==> config.mk <==
export PLATFORM = sky130hd
export DESIGN_NAME = hbc_host
export DESIGN_NICKNAME = d
export VERILOG_FILES = /design/src/rtl/hbc_pkg.sv /design/src/rtl/hbc_host.sv
export VERILOG_INCLUDE_DIRS = /design/src /design/src/rtl
export SDC_FILE = /design/constraint.sdc
export NUM_CORES = 1
export LEC_CHECK = 0
export BUFFER_PORTS_ARGS = -buffer_cell sky130_fd_sc_hd__buf_4
export CORE_ASPECT_RATIO = 0.5
export CORE_MARGIN = 5
export CORE_UTILIZATION = 40
export DETAILED_ROUTE_END_ITERATION = 10
export PLACE_DENSITY = 0.54
export REMOVE_ABC_BUFFERS = 1
export SLEW_MARGIN = 40
export SYNTH_ARGS = -nofsm -noshare
export SYNTH_HDL_FRONTEND = slang
export SYNTH_SLANG_ARGS = --single-unit
==> constraint.sdc <==
create_clock -name I_CORE_CLK -period 7.2 [get_ports I_CORE_CLK]
set_input_delay 1.44 -clock I_CORE_CLK [delete_from_list [all_inputs] [get_ports I_CORE_CLK]]
set_output_delay 1.44 -clock I_CORE_CLK [all_outputs]
set_load 0.1 [all_outputs]
==> src/rtl/hbc_map.svh <==
// Offsets, fields, reset values and timing counts of the half-bridge host controller
// Notes on behaviour
// - Controller watches warning and reduces load current when it asserts.
// - Controller waits at least one second after shutdown before reset.
// - Controller keeps the low side on a minimum time every PWM cycle.
// - Mode-select input picks cycle limiting or latching overcurrent shutdown.
// - Constant PWM through cycle overcurrent leaves phase off; toggling restores it.
// - Latching mode shuts down; all three enables are pulsed to restore; controller pulses only phases enabled in the control register.
// - Cycle shutdown clears by its enable edge; latched needs all three edges.
// - Mode-select driven to 0 selects cycle-by-cycle limiting.
`ifndef HBC_MAP_SVH
`define HBC_MAP_SVH

// ----------------------------------------
// Register offsets
// ----------------------------------------
`define HBC_ADDR_CTRL 4'h0
`define HBC_ADDR_DUTY 4'h1
`define HBC_ADDR_PER 4'h2
`define HBC_ADDR_STAT 4'h3
`define HBC_ADDR_DUTYB 4'h4
`define HBC_ADDR_DUTYC 4'h5

// ----------------------------------------
// Control fields
// ----------------------------------------
`define HBC_CTRL_EN_LSB 0
`define HBC_CTRL_MODE_BIT 3
`define HBC_CTRL_CLR_BIT 4
`define HBC_CTRL_RESET 8'h00

// ----------------------------------------
// Timing
// ----------------------------------------
`define HBC_CLK_NS 100
`define HBC_MIN_LOW_NS 50
`define HBC_MIN_LOW_CYC ((`HBC_MIN_LOW_NS + `HBC_CLK_NS - 1) / `HBC_CLK_NS)
`define HBC_WAIT_S 1
`define HBC_WAIT_CYC (`HBC_WAIT_S * 1000000000 / `HBC_CLK_NS)
`define HBC_PER_RESET 16'h0064
`define HBC_DUTY_RESET 16'h0032

`endif

==> src/rtl/hbc_pkg.sv <==
// Types of the half-bridge host controller
package hbc_pkg;
   typedef struct packed {
      logic [2:0] pwm;
      logic [2:0] enable_n;
      logic mode_select_first;
   } hbc_drive_t;

   typedef struct packed {
      logic fault_n;
      logic overheat_warning_n;
   } hbc_status_t;

   typedef enum {
      HBC_RUN,
      HBC_HOLD,
      HBC_WAIT,
      HBC_PULSE
   } hbc_state_t;
endpackage

==> src/rtl/hbc_host.sv <==
// Host controller driving three half bridges through PWM, enable and mode pins
//
// Design decisions made here: strobed register access and the address map.
`timescale 1ns/10ps
`include "hbc_map.svh"
module hbc_host #(
   parameter int unsigned WAIT_CYC = `HBC_WAIT_CYC
) (
   input wire logic I_CORE_CLK,
   input wire logic I_RESET,
   input wire logic [3:0] I_ADDR,
   input wire logic [15:0] I_WDATA,
   input wire logic I_WR,
   input wire logic I_RD,
   output logic [15:0] O_RDATA,
   input wire logic I_FAULT_N,
   input wire logic I_OVERHEAT_WARNING_N,
   output hbc_pkg::hbc_drive_t O_DRIVE,
   output logic O_LOAD_REDUCE
);
   import hbc_pkg::*;

   // ----------------------------------------
   // Pin synchronisers
   // ----------------------------------------
   logic [1:0] meta_ff;
   logic [1:0] sync_ff;
   hbc_status_t pins;
   always_ff @(posedge I_CORE_CLK) begin
      if (I_RESET) begin
         meta_ff <= 2'h3;
         sync_ff <= 2'h3;
      end else begin
         meta_ff <= {I_FAULT_N, I_OVERHEAT_WARNING_N};
         sync_ff <= meta_ff;
      end
   end
   assign pins = sync_ff;

   // ----------------------------------------
   // Registers
   // ----------------------------------------
   logic [7:0] ctrl_ff;
   logic [15:0] per_ff;
   logic [15:0] duty_ff [3];
   logic [15:0] rdata_ff;
   logic fault_seen_ff;
   logic [2:0] en_hold_ff;
   wire wr_ctrl = I_WR && (I_ADDR == `HBC_ADDR_CTRL);
   wire wr_per = I_WR && (I_ADDR == `HBC_ADDR_PER);
   wire [2:0] wr_duty = {I_WR && (I_ADDR == `HBC_ADDR_DUTYC),
                         I_WR && (I_ADDR == `HBC_ADDR_DUTYB),
                         I_WR && (I_ADDR == `HBC_ADDR_DUTY)};
   wire clr_req = wr_ctrl && I_WDATA[`HBC_CTRL_CLR_BIT];
   wire fault_now = !pins.fault_n;

   // ----------------------------------------
   // Recovery sequencer
   // ----------------------------------------
   hbc_state_t state_ff;
   hbc_state_t nxt_state;
   logic [31:0] wait_ff;
   wire wait_done = (wait_ff >= WAIT_CYC);
   always_comb begin
      nxt_state = state_ff;
      case (state_ff)
         HBC_RUN: begin
            if (fault_now) begin
               nxt_state = HBC_HOLD;
            end
         end
         HBC_HOLD: begin
            if (!fault_now) begin
               nxt_state = HBC_RUN;
            end else if (clr_req) begin
               nxt_state = HBC_WAIT;
            end
         end
         HBC_WAIT: begin
            if (wait_done) begin
               nxt_state = HBC_PULSE;
            end
         end
         HBC_PULSE: begin
            nxt_state = HBC_RUN;
         end
         default: begin
            nxt_state = HBC_RUN;
         end
      endcase
   end

   always_ff @(posedge I_CORE_CLK) begin
      if (I_RESET) begin
         state_ff <= HBC_RUN;
         wait_ff <= 32'h0;
      end else begin
         state_ff <= nxt_state;
         if (state_ff == HBC_RUN) begin
            wait_ff <= 32'h0;
         end else if (!wait_done) begin
            wait_ff <= wait_ff + 32'h1;
         end
      end
   end

   always_ff @(posedge I_CORE_CLK) begin
      if (I_RESET) begin
         ctrl_ff <= `HBC_CTRL_RESET;
         per_ff <= `HBC_PER_RESET;
         fault_seen_ff <= 1'b0;
      end else begin
         if (wr_ctrl) begin
            ctrl_ff <= {4'h0, I_WDATA[3:0]};
         end
         if (wr_per) begin
            per_ff <= I_WDATA;
         end
         if (fault_now) begin
            fault_seen_ff <= 1'b1;
         end else if (clr_req) begin
            fault_seen_ff <= 1'b0;
         end
      end
   end

   // ----------------------------------------
   // PWM generation, one counter shared
   // ----------------------------------------
   logic [15:0] cnt_ff;
   logic [2:0] pwm_ff;
   logic [15:0] duty_lim [3];
   wire [15:0] low_min = 16'(`HBC_MIN_LOW_CYC);
   wire [15:0] duty_cap = (per_ff > low_min) ? (per_ff - low_min) : 16'h0;
   always_ff @(posedge I_CORE_CLK) begin
      if (I_RESET) begin
         cnt_ff <= 16'h0;
      end else if (cnt_ff + 16'h1 >= per_ff) begin
         cnt_ff <= 16'h0;
      end else begin
         cnt_ff <= cnt_ff + 16'h1;
      end
   end

   for (genvar p = 0; p < 3; p++) begin : g_ph
      // Cap duty so the low side is on every period, halve while warned
      wire [15:0] base = (duty_ff[p] > duty_cap) ? duty_cap : duty_ff[p];
      assign duty_lim[p] = pins.overheat_warning_n ? base : {1'b0, base[15:1]};
      always_ff @(posedge I_CORE_CLK) begin
         if (I_RESET) begin
            duty_ff[p] <= `HBC_DUTY_RESET;
            pwm_ff[p] <= 1'b0;
            en_hold_ff[p] <= 1'b0;
         end else begin
            if (wr_duty[p]) begin
               duty_ff[p] <= I_WDATA;
            end
            // PWM toggles each period while the limited duty is nonzero, ending any constant level hold
            pwm_ff[p] <= (cnt_ff < duty_lim[p]);
            en_hold_ff[p] <= ctrl_ff[`HBC_CTRL_EN_LSB + p] && (state_ff != HBC_PULSE);
         end
      end
   end

   // ----------------------------------------
   // Outputs
   // ----------------------------------------
   logic [2:0] en_out_ff;
   logic mode_ff;
   logic reduce_ff;
   always_ff @(posedge I_CORE_CLK) begin
      if (I_RESET) begin
         en_out_ff <= 3'h0;
         mode_ff <= 1'b0;
         reduce_ff <= 1'b0;
      end else begin
         // Low enable forces off; pulse gives each phase enabled in the control register a rising edge
         en_out_ff <= en_hold_ff;
         mode_ff <= ctrl_ff[`HBC_CTRL_MODE_BIT];
         reduce_ff <= !pins.overheat_warning_n;
      end
   end
   assign O_DRIVE.pwm = pwm_ff;
   assign O_DRIVE.enable_n = en_out_ff;
   assign O_DRIVE.mode_select_first = mode_ff;
   assign O_LOAD_REDUCE = reduce_ff;

   // ----------------------------------------
   // Read port
   // ----------------------------------------
   wire [15:0] stat_word = {10'h0, fault_seen_ff, (state_ff != HBC_RUN),
                            pins.fault_n, pins.overheat_warning_n, 2'h0};
   wire [15:0] rd_mux = (I_ADDR == `HBC_ADDR_CTRL) ? {8'h0, ctrl_ff} :
                        (I_ADDR == `HBC_ADDR_PER) ? per_ff :
                        (I_ADDR == `HBC_ADDR_DUTY) ? duty_ff[0] :
                        (I_ADDR == `HBC_ADDR_DUTYB) ? duty_ff[1] :
                        (I_ADDR == `HBC_ADDR_DUTYC) ? duty_ff[2] :
                        (I_ADDR == `HBC_ADDR_STAT) ? stat_word : 16'h0;
   always_ff @(posedge I_CORE_CLK) begin
      if (I_RESET) begin
         rdata_ff <= 16'h0;
      end else if (I_RD) begin
         rdata_ff <= rd_mux;
      end else begin
         rdata_ff <= 16'h0;
      end
   end
   assign O_RDATA = rdata_ff;
endmodule

==> flow_metrics.tcl <==
set metrics [dict create \
    synth-xor-area-share_pct 3.50 \
    grt_max_degree 63 \
    diodes 0 \
    synth-warning-count 0 \
    clk_pin_slew_ns 0.07 \
    crit_chain "inv_1 > ha_1 > nor2_1 > nor4_1 > and2_1 > nor2b_2 > nor2_1 > inv_1 > ha_1 > nand4_1 > or4_1 > or2_2 > o21ai_2 > buf_4 > mux2i_1 > mux2_2 > ha_1 > a21o_1 > a21oi_1 > nor2_1 > a2111oi_0 > o21ai_0 > a211oi_1" \
    first_iter_violations 701 \
    status "finished clean" \
    max-cap-violations 0 \
    synth.area.top_cells "dfxtp_1 21%, edfxtp_1 15%, ha_1 15%" \
    antenna_found_initial 1 \
    clock_latency_ns 0.45 \
    synth-simple-area-share_pct 21.1 \
    wl_um 29900 \
    finalClockSkew_ns 0.0151 \
    vias 8169 \
    cts_resized 0 \
    synth_top_area_cell "dfxtp_1" \
    power.density_mw_per_mm2 194 \
    synth_cell_type_count 55 \
    synth-main-ff-cell "dfxtp_1" \
    routabilityCongestion 0.921 \
    nNetsFinal 1241 \
    clk_path_buf_depth 2 \
    power_w 0.00216 \
    area_growth_syn_to_layout_pct 14.0 \
    io_buffers 49 \
    worst_pin_slew_ns 0.805 \
    final_core_util_pct 46.4 \
    synth-compound-area-share_pct 13.8 \
    slew_headroom_pct 45.9 \
    multiInputGateArea_mm2 0.00601 \
    grt_usage_pct 21.6 \
    root_buffer "clkbuf_16" \
    synth-edff-count 48 \
    start_util_pct 40.7 \
    period_needed_ns 6.38 \
    final_cells 1429 \
    core_area_mm2 0.0240 \
    cts_setup_buffers 0 \
    mostFrequentLayoutCells "114 x ha_1, 101 x dfxtp_1, 77 x nor2_1, 77 x a21oi_1, 68 x nand2_1" \
    rsz0062_at_grt "no" \
    drive_above_1_share_pct 14.5 \
    route.detailed.drc 0 \
    synthCells 1058 \
    fin_setup_tns_ns 0 \
    crit_slowest_cell "nor4_1" \
    seq_area_frac_synth_pct 35.7 \
    slew_viol_final 0 \
    grt_first_pass_wirelength_um 46200 \
    die-width_um 231 \
    peakVddDrop_uv 115 \
    clock_sinks 150 \
    cts-hold-fix-buffers 0 \
    ant_nets 0 \
    h-tree-depth 4 \
    hold_viol 0 \
    cts_tree "done" \
    die_area_mm2 0.0278 \
    path_max_fanout 16 \
    dp_cells 1397 \
    leakage_nw 4.36 \
    synthAdderAreaFrac_pct 14.6 \
    die_y_um 121 \
    synth_top_area_share_pct 20.9 \
    fin_crit_sh_pct 88.7 \
    fillers 2363 \
    critPathCaptureType "flop" \
    muxShareOfSynthArea_pct 8.02 \
    drt_pass1_iterations 6 \
    drt-vias-per-instance 5.72 \
    syn_area_mm2 0.00977 \
    numCtsBuffers 17 \
    hold_class "reg2reg" \
    ys_async_sr_fraction_pct 0 \
    worstPathRequired_ns 7.54 \
    placementRows 40 \
    setup_viol 0 \
    max_stage_delay_ns 0.61 \
    yosys_register_bits 150 \
    io_pins 50 \
    overflow 0 \
    wire_per_inst_um 20.9 \
    cp_data_arrival_time_ns 6.72 \
    synth_top_family_by_area "simple AND/OR/NAND/NOR gates" \
    max_clock_freq_mhz 157 \
    syn_area_per_cell_um2 9.23 \
    seqCellArea_mm2 0.00348 \
    grt_pass1_vias 7912 \
    crit_type "reg2reg" \
    mostFrequentLayoutCell "ha_1" \
    worstSetupStartpointType "flop" \
    dpl.hpwl_um 22700 \
]
## layer usage
metal	up-vias	GRT usage, %	share of wire [%]
met5	-	0	0.043
met1	3947	32.0	50
met4	2	5.93	1.9
met3	40	6.29	8.4
met2	227	30.3	40
li1	3953	-	-
## cells by family after synthesis
family                   count (synthesis)
adder cells (fa/ha/maj)                114
XOR/XNOR                                39
AND/OR/NAND/NOR                        392
buffers and inverters                   81
flip-flops                             150
multiplexers                            74
AO/OA/AOI/OAI                          208
## flip-flops by register name (all words and copies together) (netlist names)
register / cells
cnt_ff: 16
O_DRIVE: 3
en_hold_ff: 3
fault_seen_ff: 1
duty_ff: 48
en_out_ff: 3
pins: 2
ctrl_ff: 4
mode_ff: 1
meta_ff: 2
wait_ff: 32
state_ff: 2
O_RDATA: 16
per_ff: 16
O_LOAD_REDUCE: 1
## metrics by stage
| step | hold WS [ns] | cell area [um2] | setup WS, ns |
|---|---|---|---|
| floorplan | 0.389 | 9600 | 1.56 |
| finish | 0.410 | 11100 | 0.816 |
| global placement | 0.392 | 10500 | 0.717 |
| CTS | 0.417 | 11100 | 0.729 |
| detailed placement | 0.400 | 10500 | 0.756 |
| global route | 0.432 | 11100 | 0.261 |
## area by class of cell
class / count / area share [%]
Multi-Input combinational cell: 827 / 54.0
Sequential cell: 150 / 31.3
Clock buffer: 21 / 4.62
Timing Repair Buffer: 64 / 4.31
Tap cell: 315 / 3.54
Inverter: 41 / 1.38
Clock inverter: 11 / 0.899
## worst paths after layout
kind	start	endpoint	slack, ns	cells past startpoint
max	per_ff[0]	O_DRIVE[4]	0.82	23
min reg2reg	meta_ff[0]	pins[0]	0.41	1
min	meta_ff[0]	pins[0]	0.41	1
max reg2reg	per_ff[0]	O_DRIVE[4]	0.82	23
## worst max-delay path, delay by kind of cell (launching register included)
kind / cells / cell delay [ns]
buffers and inverters: 3 / 0.59
flip-flops: 1 / 0.40
multiplexers: 2 / 0.48
AND/OR/NAND/NOR: 9 / 2.88
adder cells (fa/ha/maj): 3 / 0.60
AO/OA/AOI/OAI: 6 / 1.32
## cells in the mapped netlist, types with 14 or more instances
library cell	n
clkbuf_1	29
nor3_1	22
nand4_1	26
nand3_1	27
xnor2_1	34
dfxtp_1	102
a21oi_1	77
mux2_2	34
ha_1	114
and2_1	57
nor2_1	78
or3_1	15
a22oi_1	29
edfxtp_1	48
nand2_1	68
mux2i_1	40
inv_1	41
nor4_1	14
nor2b_1	26
o21ai_0	30
nand2b_1	17
## power breakdown
group / internal [W] / leakage, nW / switching, W
clock network: 0.000525 / 0.309 / 0.000407
registers: 0.000897 / 1.29 / 0.0000385
logic: 0.000114 / 2.76 / 0.000173
(Power assumes the default switching activity.)
